<file path="src/hw/btsrl_params.svh">
`ifndef BTSRL_PARAMS_SVH
`define BTSRL_PARAMS_SVH
// Instruction word fields.
`define BTSRL_OPC_TEST     4'h7
`define BTSRL_OPC_TEST_HI  11
`define BTSRL_OPC_TEST_LO  8
`define BTSRL_OPC_ROT      6'h0d
`define BTSRL_OPC_ROT_HI   11
`define BTSRL_OPC_ROT_LO   6
`define BTSRL_BIT_HI       7
`define BTSRL_BIT_LO       5
`define BTSRL_DEST_POS     5
`define BTSRL_FILE_HI      4
`define BTSRL_FILE_LO      0
// Data operand fields.
`define BTSRL_MSB_POS      7
`define BTSRL_ONE_HOT_LSB  8'h01
// Reset values.
`define BTSRL_RST_CARRY    1'h0
`define BTSRL_RST_W        8'h00
`define BTSRL_RST_ADDR     5'h00
`define BTSRL_RST_DATA     8'h00
`endif

</file>
<file path="src/hw/btsrl_pkg.sv">
package btsrl_pkg;

    // Execute slot or a slot that runs as a no-operation.
    typedef enum logic [0:0] {
        BTSRL_EXEC   = 1'b0,
        BTSRL_SQUASH = 1'b1
    } btsrl_mode_t;

    // Complete state of the execute unit.
    typedef struct packed {
        btsrl_mode_t mode;
        logic        carry;
        logic [7:0]  wReg;
        logic        fileWr;
        logic [4:0]  fileWrAddr;
        logic [7:0]  fileWrData;
        logic        squash;
    } btsrl_state_t;

endpackage : btsrl_pkg

</file>
<file path="src/hw/btsrl_rot_if.sv">
`timescale 1ns/100ps
interface btsrl_rot_if;
    logic [7:0] operand;
    logic       carryIn;
    logic [7:0] result;
    logic       carryOut;

    modport unit (input operand, input carryIn,
                  output result, output carryOut);
    modport user (output operand, output carryIn,
                  input result, input carryOut);
endinterface : btsrl_rot_if

</file>
<file path="src/hw/btsrl_exec.sv">
`timescale 1ns/100ps
`include "btsrl_params.svh"
module btsrl_exec
    import btsrl_pkg::*;
(
    input  wire logic        clk,          // Core clock, 100 MHz.
    input  wire logic        sys_rst,      // Asynchronous reset, high.
    input  wire logic        clkEn,        // Freezes all state when low.
    input  wire logic        instrValid,   // An instruction sits in slot.
    input  wire logic [11:0] instrWord,    // Instruction word in slot.
    output logic      [4:0]  fileRdAddr,   // File read address.
    input  wire logic [7:0]  fileRdData,   // File read data, same cycle.
    output logic             fileWrEn,     // File write strobe.
    output logic      [4:0]  fileWrAddr,   // File write address.
    output logic      [7:0]  fileWrData,   // File write data.
    output logic      [7:0]  wData,        // Working register.
    output logic             carryFlag,    // Status bit 0.
    output logic             squashNext,   // Discard the prefetch.
    output logic             nopSlot       // Slot runs as no-op.
);

    btsrl_state_t state;
    btsrl_state_t next_state;

    logic       slotGo;
    logic       isTest;
    logic       isRot;
    logic       execTest;
    logic       execRot;
    logic [2:0] bitIdx;
    logic       destFile;
    logic       bitVal;

    btsrl_rot_if rotBus ();

    btsrl_rotator u_rotator (
        .rot (rotBus.unit)
    );

    // Field extraction; reads happen while the word sits in the slot.
    // The file read is combinational, so the tested bit and the rotate
    // operand both belong to the word that is in the slot right now.
    assign bitIdx     = instrWord[`BTSRL_BIT_HI:`BTSRL_BIT_LO];
    assign destFile   = instrWord[`BTSRL_DEST_POS];
    assign fileRdAddr = instrWord[`BTSRL_FILE_HI:`BTSRL_FILE_LO];
    assign bitVal     = fileRdData[bitIdx];

    // Decode of the two instructions handled here.
    // Words that match neither prefix fall through and change nothing.
    assign isTest = instrWord[`BTSRL_OPC_TEST_HI:`BTSRL_OPC_TEST_LO]
                    == `BTSRL_OPC_TEST;
    assign isRot  = instrWord[`BTSRL_OPC_ROT_HI:`BTSRL_OPC_ROT_LO]
                    == `BTSRL_OPC_ROT;

    // A squashed slot must not act, even if it decodes as ours.
    assign slotGo   = clkEn && instrValid && (state.mode == BTSRL_EXEC);
    assign execTest = slotGo && isTest;
    assign execRot  = slotGo && isRot;

    // Rotator operands come straight from the file and carry.
    assign rotBus.operand = fileRdData;
    assign rotBus.carryIn = state.carry;

    // Next-state logic. Every field but the write strobe and the discard pulse keeps
    // its value unless a slot of ours acts on it, which is what makes the clock-enable freeze cheap.
    always_comb begin
        next_state        = state;
        next_state.fileWr = 1'b0;
        if (clkEn) begin
            next_state.squash = 1'b0;
        end
        if (clkEn && instrValid && state.mode == BTSRL_SQUASH) begin
            // The prefetched word is dropped; this slot is a no-op.
            next_state.mode = BTSRL_EXEC;
        end
        if (execTest && bitVal) begin
            // Skip taken: second cycle spent on a no-op slot.
            next_state.mode   = BTSRL_SQUASH;
            next_state.squash = 1'b1;
        end
        if (execRot) begin
            next_state.carry = rotBus.carryOut;
            if (destFile) begin
                next_state.fileWr     = 1'b1;
                next_state.fileWrAddr = fileRdAddr;
                next_state.fileWrData = rotBus.result;
            end else begin
                next_state.wReg = rotBus.result;
            end
        end
        if (!clkEn) begin
            // Frozen clock enable also holds the write strobe.
            next_state.fileWr = state.fileWr;
        end
    end

    // State register. A reset drops any pending skip, so the first slot
    // after release always executes; a stale skip would eat a real word.
    always_ff @(posedge clk or posedge sys_rst) begin
        if (sys_rst) begin
            state            <= '0;
            state.mode       <= BTSRL_EXEC;
            state.carry      <= `BTSRL_RST_CARRY;
            state.wReg       <= `BTSRL_RST_W;
            state.fileWrAddr <= `BTSRL_RST_ADDR;
            state.fileWrData <= `BTSRL_RST_DATA;
        end else begin
            state <= next_state;
        end
    end

    // Outputs from the state register; no-op marker is a handshake.
    // Strobe, address and data of a write all leave one register, so the
    // file sees them change together on a single edge.
    assign fileWrEn   = state.fileWr;
    assign fileWrAddr = state.fileWrAddr;
    assign fileWrData = state.fileWrData;
    assign wData      = state.wReg;
    assign carryFlag  = state.carry;
    assign squashNext = state.squash;
    assign nopSlot    = instrValid && (state.mode == BTSRL_SQUASH);

    // Helper terms computed independently of the datapath above.
    logic       selHit;
    logic [7:0] rotExpect;
    logic       msbIn;
    assign selHit    = (fileRdData & (`BTSRL_ONE_HOT_LSB << bitIdx))
                       != 8'h00;
    assign rotExpect = {fileRdData[6:0], carryFlag};
    assign msbIn     = fileRdData[7];
endmodule : btsrl_exec

</file>
<file path="src/hw/btsrl_rotator.sv">
`timescale 1ns/100ps
module btsrl_rotator (
    btsrl_rot_if.unit rot   // Operand in, rotated value out.
);
    // Old carry enters bit 0 and old bit 7 leaves as the new carry.
    assign rot.result   = {rot.operand[6:0], rot.carryIn};
    assign rot.carryOut = rot.operand[`BTSRL_MSB_POS];
endmodule : btsrl_rotator

</file>
<file path="config.mk">
export PLATFORM = sky130hd
export DESIGN_NAME = btsrl_exec
export DESIGN_NICKNAME = d
export VERILOG_FILES = /design/src/hw/btsrl_pkg.sv /design/src/hw/btsrl_rot_if.sv /design/src/hw/btsrl_exec.sv /design/src/hw/btsrl_rotator.sv
export VERILOG_INCLUDE_DIRS = /design/src /design/src/hw
export SDC_FILE = /design/constraint.sdc
export NUM_CORES = 1
export LEC_CHECK = 0
export ABC_AREA = 1
export BUFFER_PORTS_ARGS = -buffer_cell sky130_fd_sc_hd__buf_2
export CAP_MARGIN = 25
export CORE_MARGIN = 10
export CORE_UTILIZATION = 31
export CTS_CLUSTER_SIZE = 16
export DETAILED_ROUTE_END_ITERATION = 16
export GPL_TIMING_DRIVEN = 0
export SLEW_MARGIN = 20
export SYNTH_ARGS = -nofsm -noshare
export SYNTH_HDL_FRONTEND = slang
export SYNTH_SLANG_ARGS = --single-unit
</file>
<file path="constraint.sdc">
create_clock -name clk -period 3.4 [get_ports clk]
set_input_delay 0.34 -clock clk [delete_from_list [all_inputs] [get_ports clk]]
set_output_delay 0.34 -clock clk [all_outputs]
set_load 0.05 [all_outputs]
</file>
* Word level (Yosys, flattened, before mapping) *
Cells that the tools add are included.

word-level totals
  register bits after elaboration = 25
  output and inout port bits = 30
  logic and storage cells = 31

cells by class
  magnitude comparators = 1
  equal/unequal tests = 2
  mux-type cells = 8
  bitwise logic cells = 2
  reductions and logical operators = 11

operator list
  kind                count
  $mux 14             2
  $logic_and 1x1->1   7
  $eq 6x4->1 const B  1
  $mux 1              5
  $eq 4x3->1 const B  1
  $lt 3x4->1 const B  1
  $reduce_and 2->1    2
  $reduce_bool 2->1   2
  $bmux 1 s3          1
  $not 1->1           2

* Depth between registers and ports, before layout *
Gate-level depths: netlist (run 1).

  depth in word-level cells = 5
  gate-level depth with buffers = 9

* By module *
A second synthesis (run 1) with hierarchy kept.

unflattened totals
  cell total of the unflattened synthesis = 172
  area, all modules = 1417.6 µm²

by module, submodules not included
  module         instances  cells an instance  area each (µm²)  sequential area each (µm²)
  btsrl_exec     1          163                1350.0           625.6
  btsrl_rotator  1          9                  67.6             0.0

* Worst setup path after synthesis (run 1) *
No wires, ideal clock.

  path type = register -> register
  start = reg state[24] (netlist bit)
  end = reg, netlist name fileWrData[0]
  arrival = 1.094 ns
  slack = 2.188 ns
  cell stages (with the launch flop) = 7
  buffers on the path = 1
  cell sequence = dfrtp_1 -> or2_4 -> nor2_8 -> nand2_4 -> buf_6 -> nand2_1 -> nand2_1

on the way
  longest elaborated chain between the ends = 4

RTL lines
  element                            RTL line           RTL
  start, declared                    btsrl_exec.sv:22   btsrl_state_t state;
  start signal, assigned             btsrl_exec.sv:108  state <= next_state;
  $not 1->1                          btsrl_exec.sv:56   assign slotGo = clkEn && instrValid && (state.mode == BTSRL_EXEC);
  $logic_and 1x1->1                  btsrl_exec.sv:56
  $logic_and 1x1->1                  btsrl_exec.sv:58   assign execRot = slotGo && isRot;
  $reduce_and 2->1 (no source line)  --

Every way passes these cells.
A chain may end at the register's enable or synchronous reset.

* Worst setup path after layout (run 1) *
  start = reg state[24] (netlist bit)
  end = out nopSlot

on the way
  longest elaborated chain between the ends = 1

RTL lines
  element            RTL line           RTL
  $logic_and 1x1->1  btsrl_exec.sv:121  assign nopSlot = instrValid && (state.mode == BTSRL_SQUASH);
  end, declared      btsrl_exec.sv:19   output logic nopSlot

Every way passes these cells.

==> impl_metrics.yaml, run 1 <==
setup_path:
  start_kind: "flop"
  worst-path-buf-inv: 2
  critPathArrivalTime_ns: 1.00
  path_cells: "nand2_1 -> inv_1 -> buf_2"
  crit_required_ns: 3.06
  crit_family: "flip-flops"
  crit_type: "reg -> out"
  critPathMaxFanout: 3
  crit_path_end_kind: "primary output"
  worst_path_largest_cell_delay_ns: 0.38
  slowest_stage: "dfrtp_1"
die:
  ioPinCount: 54
  start_util_pct: 32.81
  rows: 23
  core_area_um2: 4115
  die_y_um: 85.99
  die_area_um2: 7394
  die_w_um: 85.99
logic_synthesis:
  synth_warnings: 0
  synth_seq_area_share_pct: 46.34
  syn-mean-instance-area_um2: 8.282
  syn_nets: 187
  syn_area_um2: 1350
  netlist-cell-type-count: 16
  ys_seq_elements: 25
  postSynthCellCount: 163
sta:
  hold_viol: 0
  final.min_clock_period_ns: 1.337
  fmax_mhz: 748.2
  slew_headroom_pct: 66.60
  worst_pin_slew_ns: 0.5004
  rsz0062_at_grt: "false"
  fin_setup_tns_ns: 0
  setup_viol: 0
  period_share_pct: 39.31
  drv_slew: 0
  skew_ns: 0.002845
global_route:
  grt_overflow_total: 0
  grt_pass1_vias: 1187
  antenna_found_initial: 0
  grt_usage_pct: 9.253
  grt_pass1_wl_um: 5609
  grt_max_degree: 26
cts:
  h-tree-depth: 1
  tritoncts: "yes"
  numCtsBuffers: 3
  postCtsHoldBufs: 0
  clk_path_buf_depth: 2
  path_clk_slew_ns: 0.08
  post_cts_resized: 0
  worstSkewPairLatency_ns: 0.27
  clockRootBuffer: "clkbuf_8"
  cts_setup_buffers: 0
  cts.sinks: 25
placement:
  gp_congestion: 0.8148
  io_buffers: 52
  place_area_um2: 1673
  dp_hpwl_um: 2684
cells_and_area:
  antenna_cells: 0
  area.growth.synth_to_final_pct: 29.29
  stdcell_area_um2: 1745
  drive_gt1_share_pct: 42.27
  multi_input_area_um2: 454.2
  final_core_util_pct: 42.41
  regArea_um2: 625.6
  num-fill-cells: 428
  layout.nets: 245
power_and_ir_drop:
  switching_share_pct: 30.39
  clkPwrFrac_pct: 27.1
  p_per_area_nw_per_um2: 365.2
  p_total_uw: 637.4
  combPwrFrac_pct: 23.2
  p_int_uw: 443.7
  ir_drop_uv: 150.4
  p_switching_uw: 193.7
  seq_power_share_pct: 49.7
  leakage_nw: 1.118
routing:
  num_vias: 1122
  m1WireLength_um: 1556
  drt-total-wl_um: 3325
  met3_length_um: 275
  first_iter_violations: 80
  remaining_drc_errors: 0
  wl_per_cell_um: 12.31
  viasPerCell: 4.156
  route.met2.wl_um: 1447
  drt_pass1_iterations: 4
  top_layer: "met4"
  ant_nets: 0
run:
  cap_violations: 0
min_path:
  hp-class: "in -> async"
status:
  status: "complete, no violations"
==> routing by layer <==
| layer | vias up | track usage [%] |
|---|---|---|
| met3 | 5 | 3.879 |
| li1 | 600 | - |
| met4 | 0 | 3.144 |
| met5 | - | 0 |
| met2 | 39 | 13.79 |
| met1 | 478 | 11.65 |
==> final timing paths <==
path / from / end / slack, ns / cells past startpoint
min reg2reg: fileWrData[6]$_DFFE_PP0P_ / fileWrData[6]$_DFFE_PP0P_ / 0.48 / 2
min in group clk: fileRdData[7] / carryFlag$_DFFE_PP0P_ / 0.30 / 3
max in group asynchronous: sys_rst / wData[3]$_DFFE_PP0P_ / 2.87 / 3
max: state[24]$_DFFE_PP0P_ / nopSlot / 2.06 / 3
max reg2reg: state[24]$_DFFE_PP0P_ / fileWrData[5]$_DFFE_PP0P_ / 2.08 / 6
min: sys_rst / wData[6]$_DFFE_PP0P_ / 0.08 / 2
==> kinds of logic after synthesis <==
| logic type | Yosys count | share of synthesized area, % |
|---|---|---|
| and+or+nand+nor | 99 | 33.27 |
| buffers and inverters | 38 | 20.02 |
| DFF | 25 | 46.34 |
| AOI/OAI and AO/OA | 1 | 0.3704 |
==> cells in the final DEF (no fill, tap or decap), drive strengths merged <==
master	count
o21ai	1
nand3b	2
nand2	65
inv	6
nand3	27
nor2	4
clkbuf	5
buf	84
dfrtp	25
or2	1
==> power by group through the flow <==
stage / Sequential, mW / Combinational, mW / Clock, mW
after floorplan: 0.325 / 0.104 / 0
after global placement: 0.323 / 0.145 / 0
after detailed placement: 0.323 / 0.147 / 0
after CTS: 0.317 / 0.147 / 0.180
after global routing: 0.319 / 0.161 / 0.194
final: 0.317 / 0.148 / 0.173
==> worst reg2reg max path: cells and delay by family, from the launching register on <==
| family | cells | cell delay (ns) |
|---|---|---|
| buffers and inverters | 1 | 0.15 |
| flip-flops | 1 | 0.40 |
| AND/OR/NAND/NOR | 5 | 0.66 |
==> cell usage after synthesis, drive strengths merged <==
cell type | number | area (um2)
buf | 31 | 244.0
clkbuf | 1 | 3.750
dfrtp | 25 | 625.6
inv | 6 | 22.52
nand2 | 65 | 254.0
nand3 | 27 | 140.1
nand3b | 2 | 15.01
nor2 | 4 | 31.28
o21ai | 1 | 5.000
or2 | 1 | 8.760
==> through the flow <==
stage / setup WS [ns] / hold WS, ns / cells
finish: 2.063 / 0.08346 / 270
global route: 1.979 / 0.1035 / 270
CTS: 2.052 / 0.2927 / 269
detailed placement: 1.950 / 0.4641 / 265
global placement: 1.968 / 0.4590 / 265
floorplan: 2.188 / 0.3673 / 163
==> flip-flops by register name (all words and copies together) (netlist names) <==
signal and flops:
state 1, wData 8, fileWrAddr 5, carryFlag 1
fileWrData 8, fileWrEn 1, squashNext 1
==> area by class of cell <==
cell class	count	area share (%)
Sequential cell	25	35.84
Multi-Input combinational cell	100	26.02
Timing Repair Buffer	53	16.49
Buffer	32	14.19
Tap cell	50	3.584
Clock buffer	4	2.581
Inverter	6	1.290
Note: power is estimated with default switching activity, not from simulation.
==> inputs of run 2 (changes only) <==
Settings changed: ABC_AREA 1 to 0.
Clock period 3.4 ns to 1.26 ns, I/O delays scaled along.
==> run 2 against run 1 <==
The run now ends with negative setup slack left. Cell area grew 3.8%. Worst setup slack lost 2.5 ns. Critical path depth rose by 1. Hold slack got worse by 0.016 ns. Register-to-register slack worse by 2.6 ns. Combinational power increased to 2.8 times the previous value. First-iteration DRC count down 79%. Synthesized cell count shrank 41%. Critical path type is now reg -> reg. Critical endpoint is now fileWrData[5]$_DFFE_PP0P_. Largest cell class unchanged.
==> impl_metrics.yaml, run 2 <==
status:
  status: "complete, but fails checks"
  failed_checks: "negative setup slack"
power_and_ir_drop:
  ir_drop_uv: 854.8
  leakage_nw: 1.046
  clkPwrFrac_pct: 27.6
  p_int_mw: 1.216
  p_switching_uw: 526.9
  p_per_area_nw_per_um2: 962.0
  combPwrFrac_pct: 23.4
  switching_share_pct: 30.23
  seq_power_share_pct: 49.0
routing:
  wl_per_cell_um: 14.64
  met3_length_um: 418
  remaining_drc_errors: 0
  route.met2.wl_um: 1308
  num_vias: 917
  drt-total-wl_um: 3090
  top_layer: "met3"
  drt_pass1_iterations: 3
  ant_nets: 0
  first_iter_violations: 17
  m1WireLength_um: 1363
  viasPerCell: 4.346
sta:
  fmax_mhz: 574.9
  period_share_pct: 138.0
  drv_slew: 0
  setup_ws_ns: -0.4794
  slew_headroom_pct: 72.10
  final.min_clock_period_ns: 1.739
  hold_viol: 0
  setup_viol: 25
  rsz0062_at_grt: "true"
  fin_setup_tns_ns: -9.988
  worst_pin_slew_ns: 0.4150
  skew_ns: 0.006398
setup_path:
  crit_family: "simple AND/OR/NAND/NOR gates"
  crit_type: "reg -> reg"
  worst-path-buf-inv: 1
  start_kind: "flop"
  crit_required_ns: 1.42
  slowest_stage: "or4_4"
  critPathArrivalTime_ns: 1.90
  worst_path_largest_cell_delay_ns: 0.56
  critPathMaxFanout: 5
  path_cells: "nand4bb_4 -> or4_4 -> buf_12 -> mux2_4"
  crit_path_end_kind: "flop"
placement:
  io_buffers: 53
  dpl.cell_count: 199
  dp_hpwl_um: 2457
  place_area_um2: 1642
  gp_congestion: 0.7999
global_route:
  grt_usage_pct: 8.410
  grt_pass1_vias: 1043
  grt_pass1_wl_um: 5016
  grt_overflow_total: 0
  antenna_found_initial: 0
  grt_max_degree: 26
cells_and_area:
  final_core_util_pct: 44.97
  num-fill-cells: 380
  final_cells: 211
  area.growth.synth_to_final_pct: 39.63
  final_common_cell: "buf_2"
  drive_gt1_share_pct: 75.78
  layout.nets: 186
  stdcell_area_um2: 1812
  final_cell_mix: "buf_2 (53), buf_4 (32), dfrtp_1 (25), mux2_2 (13), mux2_4 (10)"
  antenna_cells: 0
cts:
  clk_path_buf_depth: 2
  clockRootBuffer: "clkbuf_8"
  tritoncts: "yes"
  h-tree-depth: 1
  path_clk_slew_ns: 0.09
  worstSkewPairLatency_ns: 0.27
  numCtsBuffers: 3
  cts.sinks: 25
die:
  rows: 23
  ioPinCount: 54
  die_area_um2: 7173
  die_w_um: 84.70
  start_util_pct: 32.20
  die_y_um: 84.70
  core_area_um2: 4029
logic_synthesis:
  synth_seq_area_share_pct: 48.22
  ys_top_cells_by_count: "buf_4 (26), dfrtp_1 (25), mux2_2 (14), mux2_4 (9), inv_1 (4)"
  syn_area_um2: 1297
  yosysTopAreaCellShare_pct: 48.22
  yosys-top-cells-area: "dfrtp_1 (48%), buf_4 (15%), mux2_2 (12%)"
  postSynthCellCount: 96
  netlist-cell-type-count: 21
  syn-mean-instance-area_um2: 13.52
  synth-edff-count: 0
  synth_warnings: 0
  yosysTopAreaCell: "dfrtp_1"
  synth_ff_type: "dfrtp_1"
  syn_nets: 120
  synthArstFlopShare_pct: 100.0
  ys_seq_elements: 25
  synth.most_common_cell: "buf_4"
run:
  cap_violations: 0
min_path:
  hp-class: "in -> reg"
## run 2: power groups by stage
| stage | clock network, mW | registers, mW | logic [mW] |
|---|---|---|---|
| after floorplan | 0 | 0.877 | 0.274 |
| after CTS | 0.493 | 0.855 | 0.400 |
| after global routing | 0.522 | 0.860 | 0.435 |
| after global placement | 0 | 0.869 | 0.384 |
| final | 0.480 | 0.855 | 0.408 |
| after detailed placement | 0 | 0.871 | 0.392 |
## run 2: cell families (layout without fill, tap and decap cells)
family	Yosys count	after routing	synth area share, %
buf+inv	32	97	18.61
mux	25	25	25.36
flops	25	25	48.22
simple gates	9	9	4.822
compound gates	5	5	2.989
## run 2: cell type report
cell class / count / area (um2) / share of cell area, %
Multi-Input combinational cell: 39 / 484.2 / 26.73
Tap cell: 50 / 62.56 / 3.453
Timing Repair Buffer: 62 / 362.8 / 20.03
Buffer: 27 / 215.2 / 11.88
Clock buffer: 3 / 41.29 / 2.279
Clock inverter: 1 / 5.005 / 0.2762
Inverter: 4 / 15.01 / 0.8287
Sequential cell: 25 / 625.6 / 34.53
## run 2: what timing repair did
item,in CTS,in global routing
resized for setup,6,3
pin swaps,4,3
endpoints found under the setup margin,25,25
endpoints found under the hold margin,0,6
setup buffers,5,1
hold buffers,0,1
gates cloned,1,0
## run 2: final timing paths
| path | cells past startpoint | startpoint | slack, ns | endpoint |
|---|---|---|---|---|
| min in group asynchronous | 3 | sys_rst | 0.33 | fileWrAddr[0]$_DFFE_PP0P_ |
| hold reg to reg | 1 | fileWrAddr[2]$_DFFE_PP0P_ | 0.51 | fileWrAddr[2]$_DFFE_PP0P_ |
| setup / recovery | 4 | state[24]$_DFFE_PP0P_ | -0.48 | fileWrData[5]$_DFFE_PP0P_ |
| setup reg to reg | 4 | state[24]$_DFFE_PP0P_ | -0.48 | fileWrData[5]$_DFFE_PP0P_ |
| hold / removal | 2 | clkEn | 0.07 | fileWrEn$_DFFE_PP0P_ |
| max in group asynchronous | 4 | sys_rst | 0.50 | fileWrData[0]$_DFFE_PP0P_ |
## run 2: per-stage QoR
step	total power [mW]	hold slack (ns)	worst slack (ns)
floorplan	1.151	0.1533	-0.4863
global placement	1.253	0.3492	-0.7491
detailed placement	1.262	0.3585	-0.8272
CTS	1.749	0.05117	-0.5643
global route	1.817	0.06535	-0.5146
finish	1.743	0.06756	-0.4794
## run 2: worst reg2reg max path, cell delays in order (launching register included)
cell and delay [ns]:
dfrtp_1 0.40, nand4bb_4 0.21, or4_4 0.56, buf_12 0.17, mux2_4 0.29
## run 2: per-layer routing
layer  up-vias  GRT usage [%]
met5         -              0
met3         0          5.894
met4         0         0.4491
li1        434              -
met1       440          9.854
met2        43          12.90
